===== config.mk =====
export PLATFORM = sky130hd
export DESIGN_NAME = shared_pin_function_select
export DESIGN_NICKNAME = d
export VERILOG_FILES = /design/src/pin_select_pkg.sv /design/src/sync_2ff.sv /design/src/shared_pin_function_select.sv
export SDC_FILE = /design/constraint.sdc
export NUM_CORES = 1
export LEC_CHECK = 0
export ABC_AREA = 1
export BUFFER_PORTS_ARGS = -buffer_cell sky130_fd_sc_hd__buf_2
export CORE_MARGIN = 5
export CORE_UTILIZATION = 45
export CTS_CLUSTER_DIAMETER = 50
export DETAILED_ROUTE_END_ITERATION = 8
export GPL_ROUTABILITY_DRIVEN = 0
export PLACE_DENSITY = 0.76
export REMOVE_ABC_BUFFERS = 1
export SYNTH_ARGS = -nofsm -noshare
export SYNTH_HDL_FRONTEND = slang
export SYNTH_SLANG_ARGS = --single-unit

===== constraint.sdc =====
create_clock -name clk_i -period 1.1 [get_ports clk_i]
set_input_delay 0.11 -clock clk_i [delete_from_list [all_inputs] [get_ports clk_i]]
set_output_delay 0.11 -clock clk_i [all_outputs]
set_load 0.02 [all_outputs]

===== src/pin_select_pkg.sv =====
// constants for the shared pin function select block
// assumes a single 50 MHz core clock

package pin_select_pkg;

  localparam int unsigned CLK_PERIOD_NS = 20;

  // core supply settle time before the core reset may release
  localparam int unsigned SUPPLY_SETTLE_NS = 1000;
  localparam int unsigned SUPPLY_SETTLE_CYC =
    (SUPPLY_SETTLE_NS + CLK_PERIOD_NS - 1) / CLK_PERIOD_NS;

  // shared bidirectional pin indices
  localparam int unsigned NUM_SHARED_IO = 11;
  localparam int unsigned IO_WORD_CLK   = 0;
  localparam int unsigned IO_BIT_CLK    = 1;
  localparam int unsigned IO_AUDIO_DATA = 2;
  localparam int unsigned IO_M_DATA_OUT = 3;
  localparam int unsigned IO_M_DATA_IN  = 4;
  localparam int unsigned IO_M_CLK_OUT  = 5;
  localparam int unsigned IO_M_SEL_OUT  = 6;
  localparam int unsigned IO_S_DATA_OUT = 7;
  localparam int unsigned IO_S_DATA_IN  = 8;
  localparam int unsigned IO_S_CLK_IN   = 9;
  localparam int unsigned IO_UART_TX    = 10;

  // shared input-only pins follow the io pins in the role vector
  localparam int unsigned IN_S_SEL      = 11;
  localparam int unsigned IN_UART_RX    = 12;
  localparam int unsigned NUM_ROLES     = 13;
  localparam int unsigned ROLE_IDX_W    = 4;

  // reset value of the role vector: every shared pin general purpose
  localparam logic [12:0] ROLE_RESET     = 13'h0000;
  // serial roles chosen by the strap
  localparam logic [12:0] ROLE_STRAP_HI  = 13'h0078;
  localparam logic [12:0] ROLE_STRAP_LO  = 13'h0B80;

  typedef enum logic [1:0] {
    PWR_SLEEP  = 2'b00,
    PWR_SETTLE = 2'b01,
    PWR_STRAP  = 2'b11,
    PWR_RUN    = 2'b10
  } pwr_state_t;

endpackage


===== src/sync_2ff.sv =====
// two flip-flop level synchroniser, one per bit
// assumes inputs are asynchronous to clk_i

`timescale 1ns/1ps

module sync_2ff #(
  parameter int unsigned WIDTH = 1
) (
  input  wire logic             clk_i,
  input  wire logic             nrst_i,
  input  wire logic [WIDTH-1:0] async_i,
  output logic      [WIDTH-1:0] sync_o
);

  logic [WIDTH-1:0] meta_q;

  // clears low; the idle-high activity pin is only read once the sequencer is past sleep
  always_ff @(posedge clk_i or negedge nrst_i)
  begin
    if (!nrst_i)
    begin
      meta_q <= '0;
      sync_o <= '0;
    end
    else
    begin
      meta_q <= async_i;
      sync_o <= meta_q;
    end
  end

endmodule


===== src/shared_pin_function_select.sv =====
// shared pin function select with core sleep and wake sequencing
// assumes pins arrive asynchronous; core-side signals share clk_i

`timescale 1ns/1ps

module shared_pin_function_select
  import pin_select_pkg::*;
#(
  parameter int unsigned SETTLE_CYC = SUPPLY_SETTLE_CYC
) (
  input  wire logic                     clk_i,
  input  wire logic                     nrst_i,
  // pins
  input  wire logic                     hw_reset_n_i,
  input  wire logic                     strap_mode_i,
  input  wire logic                     core_activity_bidir_pin_i,
  output logic                          core_activity_bidir_pin_o,
  output logic                          core_activity_bidir_pin_oe_o,
  output logic                          core_power_indicator_pin_o,
  input  wire logic [NUM_SHARED_IO-1:0] shared_io_i,
  output logic      [NUM_SHARED_IO-1:0] shared_io_o,
  output logic      [NUM_SHARED_IO-1:0] shared_io_oe_o,
  input  wire logic                     slave_port_select_in,
  input  wire logic                     uart_receive_shared_pin,
  input  wire logic                     plain_input_one,
  input  wire logic                     plain_input_two,
  input  wire logic                     dedicated_io_pin_i,
  output logic                          dedicated_io_pin_o,
  output logic                          dedicated_io_pin_oe_o,
  // core power control
  output logic                          core_supply_on_o,
  output logic                          core_reset_n_o,
  output logic                          core_awake_o,
  // host command from the core's command decoder
  input  wire logic                     cmd_valid_i,
  input  wire logic [ROLE_IDX_W-1:0]    cmd_index_i,
  input  wire logic                     cmd_serial_i,
  output logic      [NUM_ROLES-1:0]     role_o,
  // core general purpose side
  input  wire logic [NUM_SHARED_IO-1:0] gpio_out_i,
  input  wire logic [NUM_SHARED_IO-1:0] gpio_oe_i,
  output logic      [NUM_SHARED_IO-1:0] gpio_in_o,
  output logic                          gpi_s_sel_o,
  output logic                          gpi_uart_rx_o,
  output logic                          gpi_one_o,
  output logic                          gpi_two_o,
  input  wire logic                     dedicated_io_pin_out_i,
  input  wire logic                     dedicated_io_pin_oe_i,
  output logic                          dedicated_io_pin_in_o,
  // master serial port engine
  input  wire logic                     master_port_select_out,
  input  wire logic                     master_port_clock_out,
  input  wire logic                     m_data_out_i,
  output logic                          master_port_data_in,
  // slave serial port engine
  output logic                          s_select_o,
  output logic                          s_clock_o,
  output logic                          s_data_in_o,
  input  wire logic                     slave_port_data_out,
  // uart and audio engines
  output logic                          uart_rx_o,
  input  wire logic                     uart_tx_i,
  input  wire logic                     audio_word_clock_out,
  input  wire logic                     audio_bit_clock_i,
  input  wire logic                     audio_data_i
);

  localparam int unsigned NUM_SYNC = NUM_SHARED_IO + 8;
  localparam int unsigned CNT_W    = $clog2(SETTLE_CYC + 1);
  localparam logic [CNT_W-1:0] CNT_LAST = CNT_W'(SETTLE_CYC - 1);

  // ---------------------------------------------------------------
  // pin synchronisers
  // ---------------------------------------------------------------
  logic [NUM_SYNC-1:0] pin_raw;
  logic [NUM_SYNC-1:0] pin_sync;

  assign pin_raw = {hw_reset_n_i, strap_mode_i, core_activity_bidir_pin_i,
                    slave_port_select_in, uart_receive_shared_pin,
                    plain_input_one, plain_input_two, dedicated_io_pin_i,
                    shared_io_i};

  sync_2ff #(
    .WIDTH (NUM_SYNC)
  ) u_pin_sync (
    .clk_i       (clk_i),
    .nrst_i      (nrst_i),
    .async_i     (pin_raw),
    .sync_o      (pin_sync)
  );

  logic [NUM_SHARED_IO-1:0] io_s;
  logic                     hw_rst_n_s;
  logic                     strap_s;
  logic                     act_s;
  logic                     ssel_s;
  logic                     rx_s;
  logic                     plain_input_one_s;
  logic                     plain_input_two_s;
  logic                     dedicated_io_pin_s;

  assign io_s       = pin_sync[NUM_SHARED_IO-1:0];
  assign dedicated_io_pin_s    = pin_sync[NUM_SHARED_IO];
  assign plain_input_two_s     = pin_sync[NUM_SHARED_IO+1];
  assign plain_input_one_s     = pin_sync[NUM_SHARED_IO+2];
  assign rx_s       = pin_sync[NUM_SHARED_IO+3];
  assign ssel_s     = pin_sync[NUM_SHARED_IO+4];
  assign act_s      = pin_sync[NUM_SHARED_IO+5];
  assign strap_s    = pin_sync[NUM_SHARED_IO+6];
  assign hw_rst_n_s = pin_sync[NUM_SHARED_IO+7];

  // ---------------------------------------------------------------
  // core power sequencer
  // ---------------------------------------------------------------
  pwr_state_t       state_q;
  pwr_state_t       state_d;
  logic [CNT_W-1:0] settle_q;
  logic             act_low;

  // the pin is only read once released; while driven low it reads our own drive
  assign act_low = (state_q != PWR_SLEEP) && !act_s;

  always_comb
  begin
    state_d = state_q;
    case (state_q)
      PWR_SLEEP:
      begin
        if (hw_rst_n_s)
          state_d = PWR_SETTLE;
      end
      PWR_SETTLE:
      begin
        // external rc keeps the activity pin low until the crystal is stable
        if (!hw_rst_n_s)
          state_d = PWR_SLEEP;
        else if (!act_low && settle_q == CNT_LAST)
          state_d = PWR_STRAP;
      end
      PWR_STRAP:
      begin
        if (!hw_rst_n_s)
          state_d = PWR_SLEEP;
        else if (act_low)
          state_d = PWR_SETTLE;
        else
          state_d = PWR_RUN;
      end
      PWR_RUN:
      begin
        if (!hw_rst_n_s)
          state_d = PWR_SLEEP;
        else if (act_low)
          state_d = PWR_SETTLE;
      end
      default:
      begin
        state_d = PWR_SLEEP;
      end
    endcase
  end

  always_ff @(posedge clk_i or negedge nrst_i)
  begin
    if (!nrst_i)
      state_q <= PWR_SLEEP;
    else
      state_q <= state_d;
  end

  // settle counter restarts outside the settle state and whenever the activity pin reads low
  always_ff @(posedge clk_i or negedge nrst_i)
  begin
    if (!nrst_i)
      settle_q <= '0;
    else if (state_q != PWR_SETTLE || act_low)
      settle_q <= '0;
    else if (settle_q != CNT_LAST)
      settle_q <= settle_q + CNT_W'(1);
  end

  // supply, reset and activity indicators
  always_ff @(posedge clk_i or negedge nrst_i)
  begin
    if (!nrst_i)
    begin
      core_supply_on_o             <= 1'b0;
      core_reset_n_o               <= 1'b0;
      core_awake_o                 <= 1'b0;
      core_activity_bidir_pin_o    <= 1'b0;
      core_activity_bidir_pin_oe_o <= 1'b1;
      core_power_indicator_pin_o   <= 1'b0;
    end
    else
    begin
      core_supply_on_o             <= (state_d != PWR_SLEEP);
      core_reset_n_o               <= (state_d == PWR_STRAP) || (state_d == PWR_RUN);
      core_awake_o                 <= (state_d == PWR_RUN);
      core_activity_bidir_pin_o    <= 1'b0;
      core_activity_bidir_pin_oe_o <= (state_d == PWR_SLEEP);
      core_power_indicator_pin_o   <= (state_d != PWR_SLEEP);
    end
  end

  // ---------------------------------------------------------------
  // pin role vector: 1 = serial role, 0 = general purpose
  // ---------------------------------------------------------------
  logic [NUM_ROLES-1:0] role_q;
  logic                 run;

  assign run = (state_q == PWR_RUN);

  always_ff @(posedge clk_i or negedge nrst_i)
  begin
    if (!nrst_i)
      role_q <= ROLE_RESET;
    else if (state_q == PWR_SLEEP || state_q == PWR_SETTLE)
      role_q <= ROLE_RESET;
    else if (state_q == PWR_STRAP)
      // strap read only here, on every pass through the strap state after settle
      role_q <= strap_s ? ROLE_STRAP_HI : ROLE_STRAP_LO;
    else if (cmd_valid_i && 32'(cmd_index_i) < NUM_ROLES)
      // out-of-range index ignored rather than wrapped
      role_q[cmd_index_i] <= cmd_serial_i;
  end

  assign role_o = role_q;

  // ---------------------------------------------------------------
  // serial-role drive per shared io pin
  // ---------------------------------------------------------------
  logic [NUM_SHARED_IO-1:0] ser_out;
  logic [NUM_SHARED_IO-1:0] ser_oe;

  always_comb
  begin
    ser_out = '0;
    ser_oe  = '0;
    ser_out[IO_WORD_CLK]   = audio_word_clock_out;
    ser_oe[IO_WORD_CLK]    = 1'b1;
    ser_out[IO_BIT_CLK]    = audio_bit_clock_i;
    ser_oe[IO_BIT_CLK]     = 1'b1;
    ser_out[IO_AUDIO_DATA] = audio_data_i;
    ser_oe[IO_AUDIO_DATA]  = 1'b1;
    ser_out[IO_M_SEL_OUT]  = master_port_select_out;
    ser_oe[IO_M_SEL_OUT]   = 1'b1;
    ser_out[IO_M_CLK_OUT]  = master_port_clock_out;
    ser_oe[IO_M_CLK_OUT]   = 1'b1;
    ser_out[IO_M_DATA_OUT] = m_data_out_i;
    ser_oe[IO_M_DATA_OUT]  = !master_port_select_out;
    ser_out[IO_S_DATA_OUT] = slave_port_data_out;
    // select that is not in its serial role counts as deselected
    ser_oe[IO_S_DATA_OUT]  = role_q[IN_S_SEL] && !ssel_s;
    ser_out[IO_UART_TX]    = uart_tx_i;
    ser_oe[IO_UART_TX]     = 1'b1;
  end

  // one registered driver per shared pin
  genvar gi;
  generate
    for (gi = 0; gi < NUM_SHARED_IO; gi++)
    begin : g_pin
      always_ff @(posedge clk_i or negedge nrst_i)
      begin
        if (!nrst_i)
        begin
          shared_io_o[gi]    <= 1'b0;
          shared_io_oe_o[gi] <= 1'b0;
        end
        else if (!run)
        begin
          shared_io_o[gi]    <= 1'b0;
          shared_io_oe_o[gi] <= 1'b0;
        end
        else if (role_q[gi])
        begin
          shared_io_o[gi]    <= ser_out[gi];
          shared_io_oe_o[gi] <= ser_oe[gi];
        end
        else
        begin
          shared_io_o[gi]    <= gpio_out_i[gi];
          shared_io_oe_o[gi] <= gpio_oe_i[gi];
        end
      end
    end
  endgenerate

  // ---------------------------------------------------------------
  // dedicated pin and core-side inputs
  // ---------------------------------------------------------------
  always_ff @(posedge clk_i or negedge nrst_i)
  begin
    if (!nrst_i)
    begin
      dedicated_io_pin_o    <= 1'b0;
      dedicated_io_pin_oe_o <= 1'b0;
    end
    else
    begin
      dedicated_io_pin_o    <= run && dedicated_io_pin_out_i;
      dedicated_io_pin_oe_o <= run && dedicated_io_pin_oe_i;
    end
  end

  // serial engines see idle levels while their pins are general purpose
  always_ff @(posedge clk_i or negedge nrst_i)
  begin
    if (!nrst_i)
    begin
      gpio_in_o           <= '0;
      gpi_s_sel_o         <= 1'b0;
      gpi_uart_rx_o       <= 1'b0;
      gpi_one_o           <= 1'b0;
      gpi_two_o           <= 1'b0;
      dedicated_io_pin_in_o          <= 1'b0;
      master_port_data_in <= 1'b0;
      s_select_o          <= 1'b1;
      s_clock_o           <= 1'b0;
      s_data_in_o         <= 1'b0;
      uart_rx_o           <= 1'b1;
    end
    else
    begin
      gpio_in_o           <= io_s;
      gpi_s_sel_o         <= ssel_s;
      gpi_uart_rx_o       <= rx_s;
      gpi_one_o           <= plain_input_one_s;
      gpi_two_o           <= plain_input_two_s;
      dedicated_io_pin_in_o          <= dedicated_io_pin_s;
      master_port_data_in <= role_q[IO_M_DATA_IN] && io_s[IO_M_DATA_IN];
      s_select_o          <= !role_q[IN_S_SEL] || ssel_s;
      s_clock_o           <= role_q[IO_S_CLK_IN] && io_s[IO_S_CLK_IN];
      s_data_in_o         <= role_q[IO_S_DATA_IN] && io_s[IO_S_DATA_IN];
      uart_rx_o           <= !role_q[IN_UART_RX] || rx_s;
    end
  end

endmodule


### After elaboration in Yosys (flattened, before gate mapping)

Index checks and enable logic that the tools add are counted.

* register bits: 108
* bits of input ports: 59
* output and inout bits: 64
* word-level logic and storage cells: 144

* add/sub/neg operators: 1
* $lt $le $gt $ge: 3
* eq/ne operators: 8
* muxes and demuxes: 61
* reduce and logical (&&, ||, !) cells: 27

Operators with widths (number)
* 1-bit 2-to-1 mux: 45
* 13-bit 2-to-1 mux: 3
* 2-bit 2-to-1 mux: 7
* 13-bit bitwise mux: 1
* 12-bit 2-to-1 mux: 1
* 6-bit 2-to-1 mux: 2
* 1-bit logical AND: 10
* 2-bit == test, second input constant: 4
* 2-bit one-hot mux with 4 select lines: 1
* 6-bit by 1-bit adder with 6-bit output, second input constant: 1
* 6-bit == test, second input constant: 1
* 1-bit logical NOT: 6
* 6-bit != test, second input constant: 1
* 2-bit nonzero test: 3
* 1-bit logical OR: 5
* 4-bit by 5-bit less-than comparator with 1-bit output, second input constant: 1
* 1-bit demux with 4-bit select: 1
* 4-bit by 1-bit >= comparator with 1-bit output, second input constant: 1
* 2-bit logical NOT: 2
* 4-bit less-than comparator, second input constant: 1
* 3-bit nonzero test: 1
* 2-bit by 1-bit == test with 1-bit output, second input constant: 1
* 2-bit by 1-bit != test with 1-bit output, second input constant: 1

### Depth between registers and ports, before layout

Gate-level depths: netlist of the first run.

* depth in word-level cells: 9
* mapped depth: 8
* gate-level depth less buffers: 7

### Hierarchy

Synthesis of the first run repeated with hierarchy kept, for this count alone.

* cells, all modules: 337
* area total of the unflattened synthesis: 3717.3 µm²

Modules (own cells, without submodules)
* shared_pin_function_select: times used 1, cells each 299, area an instance 2766.4 µm², seq. area each 1730.4 µm²
* sync_2ff: times used 1, cells each 38, area an instance 950.9 µm², seq. area each 950.9 µm²

### Worst setup path before layout of the first run

No wires, ideal clock.

* path type: reg2reg
* start point: reg, netlist name core_reset_n_o
* end point: reg role_q[8] (netlist: role_o[8])
* arrival: 1.128 ns
* slack: -0.094 ns
* stages on the path, launching flop included: 8
* cell sequence: dfrtp_1 > nand2_2 > nor2_2 > buf_4 > nand3_1 > nand2_1 > nand2_1 > nand2_1

RTL lines
* end signal: assignment: line shared_pin_function_select.sv:221 `role_q <= strap_s ? ROLE_STRAP_HI : ROLE_STRAP_LO;`
* end signal: indexed assignment: line shared_pin_function_select.sv:224 `role_q[cmd_index_i] <= cmd_serial_i;`
* end: declaration: line shared_pin_function_select.sv:208 `logic [NUM_ROLES-1:0] role_q;`

### Worst setup path after layout of the first run

* start point: reg settle_q[1]
* end point: reg settle_q[5]

* longest elaborated chain between the ends: 3
* elaborated cells between the ends (all ways): 5
* those cells by class: add/sub (1); eq/ne (1); mux (2); reduce/logical (1)

RTL lines
* start: declaration: line shared_pin_function_select.sv:117 `logic [CNT_W-1:0] settle_q;`
* start signal: assignment: line shared_pin_function_select.sv:179 `settle_q <= settle_q + CNT_W'(1);`
* 6-bit by 1-bit adder with 6-bit output: line shared_pin_function_select.sv:179
* 6-bit 2-to-1 mux: line shared_pin_function_select.sv:178 `else if (settle_q != CNT_LAST)`
* 6-bit 2-to-1 mux: line shared_pin_function_select.sv:176 `else if (state_q != PWR_SETTLE || act_low)`

Parallel ways exist; a longest one is shown, timed or not. The select of a mux whose other input is x is not followed.
A chain may end at the register's enable or synchronous reset.

==> results of run 1 <==
## cells in the mapped netlist (all sizes together), types with 2 or more instances
master | instances | area share
inv | 38 | 0.039
dfstp | 3 | 0.021
a21oi | 13 | 0.018
o21ai | 17 | 0.023
nand4 | 2 | 0.0034
nand3 | 26 | 0.035
nor3 | 2 | 0.0041
nand2 | 69 | 0.071
or2 | 2 | 0.0034
clkbuf | 2 | 0.0020
dfrtp | 104 | 0.71
buf | 7 | 0.013
nor2 | 40 | 0.042
ha | 2 | 0.0068
## critical path, cell delays in order (launching register included)
cell and delay (ns):
dfrtp_1 0.39, buf_4 0.13, buf_6 0.09, nand3_2 0.10
nor2_2 0.17, nand3_1 0.10, nand2_1 0.07, nor2_1 0.03
## routing by layer
metal  track usage  up-vias  part of all wire
li1              -     1421                 -
met1         0.211     1369              0.40
met4        0.0725        0             0.019
met2         0.292       95              0.52
met5             0        -                 0
met3        0.0403       14             0.068
## per-stage QoR
stage / util / hold WS, ns / setup slack, ns / instance area (µm²) / cells
final: 0.668 / 0.0276 / -0.0859 / 5410 / 638
after global routing: 0.668 / 0.0202 / -0.172 / 5410 / 638
after CTS: 0.651 / 0.00221 / -0.0559 / 5270 / 632
after detailed placement: 0.557 / -0.0436 / -0.0605 / 4500 / 562
after global placement: 0.557 / -0.0482 / -0.0185 / 4500 / 562
after floorplan: - / -0.186 / -0.382 / 3620 / 323
## registers in the layout (all words and copies together) (netlist names), 6 cells and up
name	cells
role_o	13
u_pin_sync.meta_q	19
u_pin_sync.sync_o	19
shared_io_o	11
shared_io_oe_o	11
gpio_in_o	11
settle_q	6
## repair_timing
action	4_1_cts	5_1_grt
gates cloned	0	2
hold endpoints to repair	146	0
pin swaps	2	5
resized for setup	12	28
setup buffers	9	3
hold buffers	45	0
setup endpoints to repair	41	39
## worst min-delay path by stage
| stage | start | endpoint | slack (ns) | depth (start not counted) |
|---|---|---|---|---|
| floorplan | nrst_i | core_awake_o | -0.19 | 0 |
| global placement | nrst_i | u_pin_sync.meta_q[7] | -0.05 | 1 |
| detailed placement | nrst_i | u_pin_sync.sync_o[7] | -0.04 | 1 |
| CTS | gpio_out_i[10] | shared_io_o[10] | 0.002 | 3 |
| global route | gpio_out_i[10] | shared_io_o[10] | 0.02 | 3 |
| finish | gpio_out_i[0] | shared_io_o[0] | 0.03 | 3 |
## final cells by class
class / count / area (µm²) / area share
Clock inverter: 7 / 88.8 / 0.0164
Antenna cell: 1 / 2.50 / 0.000463
Inverter: 38 / 145 / 0.0268
Clock buffer: 9 / 124 / 0.0229
Timing Repair Buffer: 193 / 1390 / 0.256
Sequential cell: 107 / 2680 / 0.496
Multi-Input combinational cell: 178 / 848 / 0.157
Tap cell: 105 / 131 / 0.0243
## where the power goes
part	switching, W	internal [W]
clock network	0.00147	0.000924
logic	0.000276	0.000268
registers	0.0000350	0.00404
total	0.00178	0.00523
## cell families after synthesis
logic type,synth area share
compound gates,0.0446
xor+xnor,0.00239
fa+ha+maj,0.00681
buf+inv,0.0538
flops,0.730
other cells,0.00102
simple gates,0.161
==> summary.md, run 1 <==
| Metric | Value |
|---|---|
| Status | `finished with violations` |
| Failing checks | `setup timing` |
| Reg2Reg Setup Slack | `-0.09 ns` |
| I/O pin cnt | `123` |
| Avg Inst Size Synth | `11.1 µm²` |
| Max-Cap Viols | `0` |
| CTS Root Cell | `clkbuf_8` |
| Drt total wl | `8.42 mm` |
| CP Class | `flop to flop` |
| Final setup margin | `-0.0859 ns` |
| Final Critical Period | `1.19 ns` |
| Yosys warns | `0` |
| CORE AREA | `around 8100 µm²` |
| Drt drc | `0` |
| CTS buffer count | `9` |
| H-tree Lvls | `3` |
| Vias in the first global route | `around 3.0k` |
| Gr usage total | `0.172` |
| Hold WC Path Type | `input port to flop` |
| Worst-path clk slew | `around 0.11 ns` |
| Final #Nets | `between 500 and 600` |
| Clk Latency, worst-skew pair | `approximately 0.37 ns` |
| WL/cell | `13.2 µm` |
| Setup crit start | `settle_q[1]` |
| Die H | `roughly 100 µm` |
| Peak VDD IR | `~0.68 mV` |
| CTS Buffer Depth | `2` |
| Startpoint type of the worst setup path | `flop` |
| P_leak | `between 2 and 3 nW` |
| Final ANT Viol Nets | `0` |
| Reg2Reg Depth | `7` |
| Pins Over Slew Limit | `0` |
| Critical Path End Type | `flop` |
| # fillers | `633` |
| Synth Flop Type | `dfrtp_1` |
| Number of synthesized flops with an enable pin | `0` |
| Initial Util | `0.454` |
| Final worst path period share | `1.08` |
| Largest net degree at the start of global routing | `41` |
| Distinct cells, synth | `25` |
| DRT iter0 DRCs | `about 150` |
| Seq cells post-synth | `approximately 110` |
| Commonest cells after routing, fill and taps aside | `114 x buf_2, 103 x dfrtp_1, 64 x nand2_1, 45 x dlygate4sd3_1, 38 x nor2_1` |
| R2R Path Start | `settle_q[1]` |
| Setup TNS | `-0.953 ns` |
| Worst-path fanout max | `3` |
| Remaining Overflow, GRT | `0` |
| RSZ-0062 raised after global routing | `yes` |
| Commonest non-fill, non-tap cell in the layout | `buf_2` |
| Clock tree sinks | `between 100 and 150` |
| Routed via count | `~2.9k` |
| First-pass DRT Iterations | `4` |
| Critical R2R Capture | `settle_q[5]` |
| Asr flop ratio synth | `1.00` |
| Worst endpoint required time | `1.37 ns` |
| Critical path arrival | `about 1.5 ns` |
| Crit path to | `settle_q[5]` |
| P&R area growth vs syn | `47.3%` |
| Routed vias/inst | `4.54` |
| Post-Route Skew | `about 0.011 ns` |
| TritonCTS clock tree | `done` |
| IO buf count | `between 100 and 150` |
| Final Hold Vio Count | `0` |
| Post-synthesis sequential area ratio | `0.730` |
| First-pass GRT wire length | `between 10 and 15 mm` |
| Power Total | `about 0.0070 W` |
| Num rows | `33` |
| Hpwl dp | `approximately 5.4 mm` |
| Share of layout cells above drive strength 1 | `0.350` |
| Max Fclk | `around 840 MHz` |
| Cells after synthesis | `about 330` |
| Antenna violations before repair | `1` |
| Area of the die | `10100 µm²` |
| Power density cells | `1300 nW/µm²` |
| Netlist Area Pre-Place | `around 3700 µm²` |
| Die width | `between 100 and 150 µm` |
| Final setup fails | `29` |
Note: power is estimated with default switching activity, not from simulation.
==> run 2: changes to the inputs <==
--- a/config.mk
+++ b/config.mk
@@ -8,5 +8,5 @@
 export ABC_AREA = 1
 export BUFFER_PORTS_ARGS = -buffer_cell sky130_fd_sc_hd__buf_2
-export CORE_MARGIN = 5
+export CORE_MARGIN = 1
 export CORE_UTILIZATION = 45
 export CTS_CLUSTER_DIAMETER = 50
@@ -18,2 +18,3 @@
 export SYNTH_HDL_FRONTEND = slang
 export SYNTH_SLANG_ARGS = --single-unit
+export TNS_END_PERCENT = 10
==> constraint.sdc (replaced) <==
create_clock -name clk_i -period 1.1 [get_ports clk_i]
set_input_delay 0 -clock clk_i [delete_from_list [all_inputs] [get_ports clk_i]]
set_output_delay 0 -clock clk_i [all_outputs]
set_load 0.02 [all_outputs]
==> summary.md, run 2 (same netlist as run 1, synthesis figures left out) <==
| Metric | Value |
|---|---|
| Status | `finished with violations` |
| Failing checks | `setup timing` |
| Peak VDD IR | `0.641 mV` |
| Commonest non-fill, non-tap cell in the layout | `buf_2` |
| Final Critical Period | `between 1 and 1.5 ns` |
| Seq pwr share | `0.579` |
| Commonest cells after routing, fill and taps aside | `119 x buf_2, 103 x dfrtp_1, 68 x nand2_1, 55 x dlygate4sd3_1, 39 x nor2_1` |
| I/O pin cnt | `roughly 120` |
| Vias in the first global route | `~3.0k` |
| P_leak | `between 2 and 3 nW` |
| Clock Power Share | `0.341` |
| Worst-path clk slew | `around 0.11 ns` |
| First-pass DRT Iterations | `4` |
| Largest stage delay on the critical path | `roughly 0.42 ns` |
| Initial Util | `0.470` |
| Final Hold Vio Count | `0` |
| H-tree Lvls | `3` |
| Dpl ws | `-0.0488 ns` |
| Design internal power | `0.00525 W` |
| Startpoint type of the worst setup path | `flop` |
| Drt total wl | `8.44 mm` |
| Hpwl dp | `about 5.3 mm` |
| Die width | `~92 µm` |
| Multi-input logic area | `about 850 µm²` |
| Register cell area after layout | `~2700 µm²` |
| Worst path cell trace | `inv_1 > ha_1 > nand4_1 > nor2_1 > nand2_1 > nand2_1` |
| Clk Latency, worst-skew pair | `~0.37 ns` |
| Switch Pwr | `roughly 0.0018 W` |
| Final ANT Viol Nets | `0` |
| Critical path arrival | `1.48 ns` |
| P&R area growth vs syn | `46.5%` |
| Number of diodes | `0` |
| Num rows | `32` |
| Hold WC Path Type | `input port to flop` |
| Worst-path fanout max | `6` |
| Max Fclk | `860 MHz` |
| IO buf count | `between 100 and 150` |
| Drt drc | `0` |
| CP max-delay cell | `dfrtp_1` |
| CTS Buffer Depth | `2` |
| Final worst path period share | `1.06` |
| Post-Route Skew | `0.0137 ns` |
| Routed vias/inst | `4.62` |
| First-pass GRT wire length | `roughly 13 mm` |
| Critical Path End Type | `flop` |
| RSZ-0062 raised after global routing | `yes` |
| CORE AREA | `7810 µm²` |
| CTS buffer count | `9` |
| Power Total | `between 0.007 and 0.008 W` |
| Final setup margin | `-0.0631 ns` |
| CP Class | `flop to flop` |
| Power density cells | `around 1300 nW/µm²` |
| TritonCTS clock tree | `done` |
| Area of the die | `8530 µm²` |
| CTS Root Cell | `clkbuf_8` |
| Routed via count | `2923` |
| Clock tree sinks | `107` |
| Die H | `about 90 µm` |
| Max-Cap Viols | `0` |
| Final #Nets | `around 590` |
| Antenna violations before repair | `0` |
| Pins Over Slew Limit | `0` |
| # fillers | `~590` |
| DRT iter0 DRCs | `roughly 100` |
| Power share of the combinational group | `0.080` |
| Worst endpoint required time | `1.41 ns` |
| WL/cell | `13.3 µm` |
| Sw Share | `0.255` |
| Remaining Overflow, GRT | `0` |
| Crit-path most repeated cell | `nand2_1` |
| Gr usage total | `0.206` |
| Final setup fails | `12` |
| Largest net degree at the start of global routing | `40` |
| Share of layout cells above drive strength 1 | `0.335` |
-- run 2: changes by cell type in the layout (fill, tap and decap cells not counted), moves of 2 or more --
cell / previous run / this run
buf_2: 114 / 119
o21ai_2: 0 / 7
a21oi_1: 12 / 8
nand3_1: 23 / 26
dlygate4sd3_1: 45 / 55
o21ai_0: 6 / 4
buf_4: 18 / 10
nand3_2: 3 / 0
nand2_1: 64 / 68
a21oi_2: 1 / 5
buf_6: 11 / 3
nand2_2: 3 / 0
o21ai_1: 11 / 6
-- run 2: final cells by class --
class	count	share of cell area
Clock buffer	9	0.0230
Clock inverter	7	0.0165
Inverter	38	0.0274
Multi-Input combinational cell	178	0.158
Sequential cell	107	0.499
Tap cell	102	0.0237
Timing Repair Buffer	192	0.253
-- run 2: worst paths after layout --
path	from	to	slack [ns]	cells after the start
min	cmd_index_i[3]	role_o[12]	0.02	5
min reg2reg	u_pin_sync.sync_o[5]	gpio_in_o[5]	0.35	0
max in group asynchronous	nrst_i	s_select_o	0.51	3
min in group asynchronous	nrst_i	u_pin_sync.meta_q[12]	0.06	2
max	settle_q[1]	core_reset_n_o	-0.06	6
max reg2reg	settle_q[1]	core_reset_n_o	-0.06	6
-- run 2: power by group through the flow --
stage	Combinational, W	Sequential (W)	Clock (W)
2_1_floorplan	0.0000766	0.00420	0
5_1_grt	0.000624	0.00409	0.00264
6_report	0.000564	0.00408	0.00240
3_5_place_dp	0.000404	0.00416	0
3_3_place_gp	0.000392	0.00415	0
4_1_cts	0.000556	0.00408	0.00247
-- run 2: per-layer routing --
layer  vias up  share of wire  GRT usage
met5         -              0          0
met4         0          0.026      0.108
met3        23          0.046     0.0312
met2        97           0.52      0.356
met1      1383           0.41      0.249
li1       1420              -          -
-- run 2: repair_timing --
item,4_1_cts,5_1_grt
setup buffers,0,0
resized for setup,8,21
hold buffers,55,0
endpoints found under the hold margin,150,0
pin swaps,3,4
setup endpoints to repair,29,34
gates cloned,0,1
-- run 2: through the flow --
stage	hold slack [ns]	setup TNS (ns)	instances	cell area [µm²]	util
after floorplan	-0.296	-6.42	323	3620	-
final	0.0246	-0.339	633	5380	0.689
after CTS	0.00272	-0.374	632	5300	0.678
after detailed placement	-0.0908	-0.548	561	4520	0.578
after global routing	0.0471	-2.21	633	5380	0.689
after global placement	-0.0880	-0.0226	561	4520	0.578
-- run 2: critical path, delay by kind of cell (launching register included) --
| kind | cells | cell delay (ns) |
|---|---|---|
| and+or+nand+nor | 4 | 0.50 |
| buffers and inverters | 1 | 0.06 |
| DFF | 1 | 0.42 |
| adders and majority gates | 1 | 0.13 |
==> run 3: changes to the inputs <==
CELL_PAD_IN_SITES_DETAIL_PLACEMENT = 0   (was default)
CELL_PAD_IN_SITES_GLOBAL_PLACEMENT = 1   (was default)
CORE_UTILIZATION = 34   (was 45)
==> summary.md, run 3 (same netlist as run 1, synthesis figures left out) <==
| Metric | Value |
|---|---|
| Final worst path period share | `1.06` |
| Die width | `about 110 µm` |
| Pins Over Slew Limit | `0` |
| WL/cell | `11.7 µm` |
| CP Class | `flop to flop` |
| Post-Route Skew | `0.0112 ns` |
| # fillers | `956` |
| Final non-filler cell total | `about 670` |
| Power Total | `roughly 0.007 W` |
| R2R Path Start | `settle_q[1]` |
| CORE AREA | `between 10000 and 15000 µm²` |
| Die H | `106 µm` |
| Hold Path End | `role_o[12]` |
| Placed insts | `595` |
| Min-Delay Path Depth | `4` |
| Hpwl dp | `5.32 mm` |
| First-pass DRT Iterations | `4` |
| I/O pin cnt | `about 120` |
| Remaining Overflow, GRT | `0` |
| Area of the die | `approximately 11000 µm²` |
| Hold_ws | `about 0.026 ns` |
| Power density cells | `1310 nW/µm²` |
| Hold wc startpoint | `cmd_valid_i` |
| First-pass GRT wire length | `approximately 13 mm` |
| Register cell area after layout | `between 2000 and 3000 µm²` |
| Vias in the first global route | `slightly below 3k` |
| Critical path arrival | `1.47 ns` |
| Final ANT Viol Nets | `0` |
| Final #Nets | `a little under 600` |
| Drt total wl | `7.79 mm` |
| Status | `finished with violations` |
| Failing checks | `setup timing` |
| Commonest non-fill, non-tap cell in the layout | `buf_2` |
| Initial Util | `0.353` |
| Final setup margin | `-0.0662 ns` |
| Antenna violations before repair | `0` |
| Final setup fails | `15` |
| CTS Root Cell | `clkbuf_8` |
| Max Fclk | `858 MHz` |
| RSZ-0062 raised after global routing | `yes` |
| Peak VDD IR | `0.684 mV` |
| Clk Latency, worst-skew pair | `0.37 ns` |
| Multi-input logic area | `~860 µm²` |
| Routed vias/inst | `between 4 and 5` |
| Startpoint type of the worst setup path | `flop` |
| DRT iter0 DRCs | `126` |
| Drt drc | `0` |
| Num rows | `37` |
| Reg2Reg Depth | `6` |
| Worst-path fanout max | `6` |
| Gr usage total | `0.146` |
| P&R area growth vs syn | `46.5%` |
| Final Critical Period | `around 1.2 ns` |
| IO buf count | `around 120` |
| Number of diodes | `0` |
| P_leak | `approximately 2.9 nW` |
| Worst endpoint required time | `between 1 and 1.5 ns` |
| CTS Buffer Depth | `2` |
| Reg2Reg Setup Slack | `-0.07 ns` |
| Max-Cap Viols | `0` |
| TritonCTS clock tree | `done` |
| Share of layout cells above drive strength 1 | `0.335` |
| Critical Path End Type | `flop` |
| CTS buffer count | `9` |
| H-tree Lvls | `3` |
| Final Hold Vio Count | `0` |
| Largest net degree at the start of global routing | `29` |
| Clock tree sinks | `107` |
| Routed via count | `2858` |
| Critical R2R Capture | `core_reset_n_o` |
| Worst-path clk slew | `between 0.1 and 0.15 ns` |
| Commonest cells after routing, fill and taps aside | `119 x buf_2, 102 x dfrtp_1, 68 x nand2_1, 54 x dlygate4sd3_1, 38 x nor2_1` |
| Hold WC Path Type | `input port to flop` |
run 3: cell types whose count changed in the layout (fill, tap and decap cells not counted), moves of 2 or more:
cell,previous run,this run
a21oi_1,8,13
a21oi_2,5,0
buf_4,10,15
buf_6,3,1
o21ai_1,6,8
nand3_2,0,2
nand3_1,26,24
run 3: where the power goes:
part | internal [W] | total (W) | switching [W]
logic | 0.000284 | 0.000560 | 0.000276
registers | 0.00404 | 0.00408 | 0.0000360
clock network | 0.000910 | 0.00240 | 0.00149
total | 0.00524 | 0.00703 | 0.00180
run 3: layout make-up:
| class | instances | share of cell area |
|---|---|---|
| multi-input combinational | 178 | 0.159 |
| timing repair buffer | 192 | 0.245 |
| tap | 136 | 0.0316 |
| sequential | 107 | 0.499 |
| inverter | 38 | 0.0270 |
| clock inverter | 7 | 0.0149 |
| clock buffer | 9 | 0.0230 |
run 3: how the worst max path moves through the flow:
| stage | startpoint | end | slack [ns] | cells past startpoint |
|---|---|---|---|---|
| after floorplan | core_reset_n_o | role_o[4] | -0.38 | 5 |
| after global placement | settle_q[1] | core_reset_n_o | -0.05 | 6 |
| after detailed placement | settle_q[1] | core_reset_n_o | -0.09 | 6 |
| after CTS | settle_q[1] | core_reset_n_o | -0.08 | 6 |
| after global routing | settle_q[1] | core_reset_n_o | -0.22 | 6 |
| final | settle_q[1] | core_reset_n_o | -0.07 | 6 |
run 3: stage by stage:
stage	util	setup slack (ns)	setup TNS (ns)	cell area, µm²
floorplan	-	-0.382	-6.42	3620
global placement	0.436	-0.0466	-0.217	4550
detailed placement	0.436	-0.0860	-1.19	4550
CTS	0.511	-0.0830	-0.313	5320
global route	0.516	-0.215	-2.48	5380
finish	0.516	-0.0662	-0.410	5380
run 3: critical path, stage by stage (launching register included):
cell	delay, ns
dfrtp_1	0.42
inv_1	0.07
ha_1	0.13
nand4_1	0.21
nor2_1	0.16
nand2_1	0.06
nand2_1	0.06
run 3: timing repair:
action                                  CTS  global route
endpoints found under the hold margin   149             0
setup buffers                             0             1
hold buffers                             54             0
endpoints found under the setup margin   29            34
gates resized for setup                  13            16
gates cloned                              0             1
pin swaps                                 5             5
run 3: routing by layer:
layer / GRT usage / part of all wire / vias up
li1: - / - / 1416
met1: 0.172 / 0.44 / 1348
met2: 0.261 / 0.50 / 84
met3: 0.0349 / 0.050 / 10
met4: 0.0446 / 0.012 / 0
met5: 0 / 0 / -
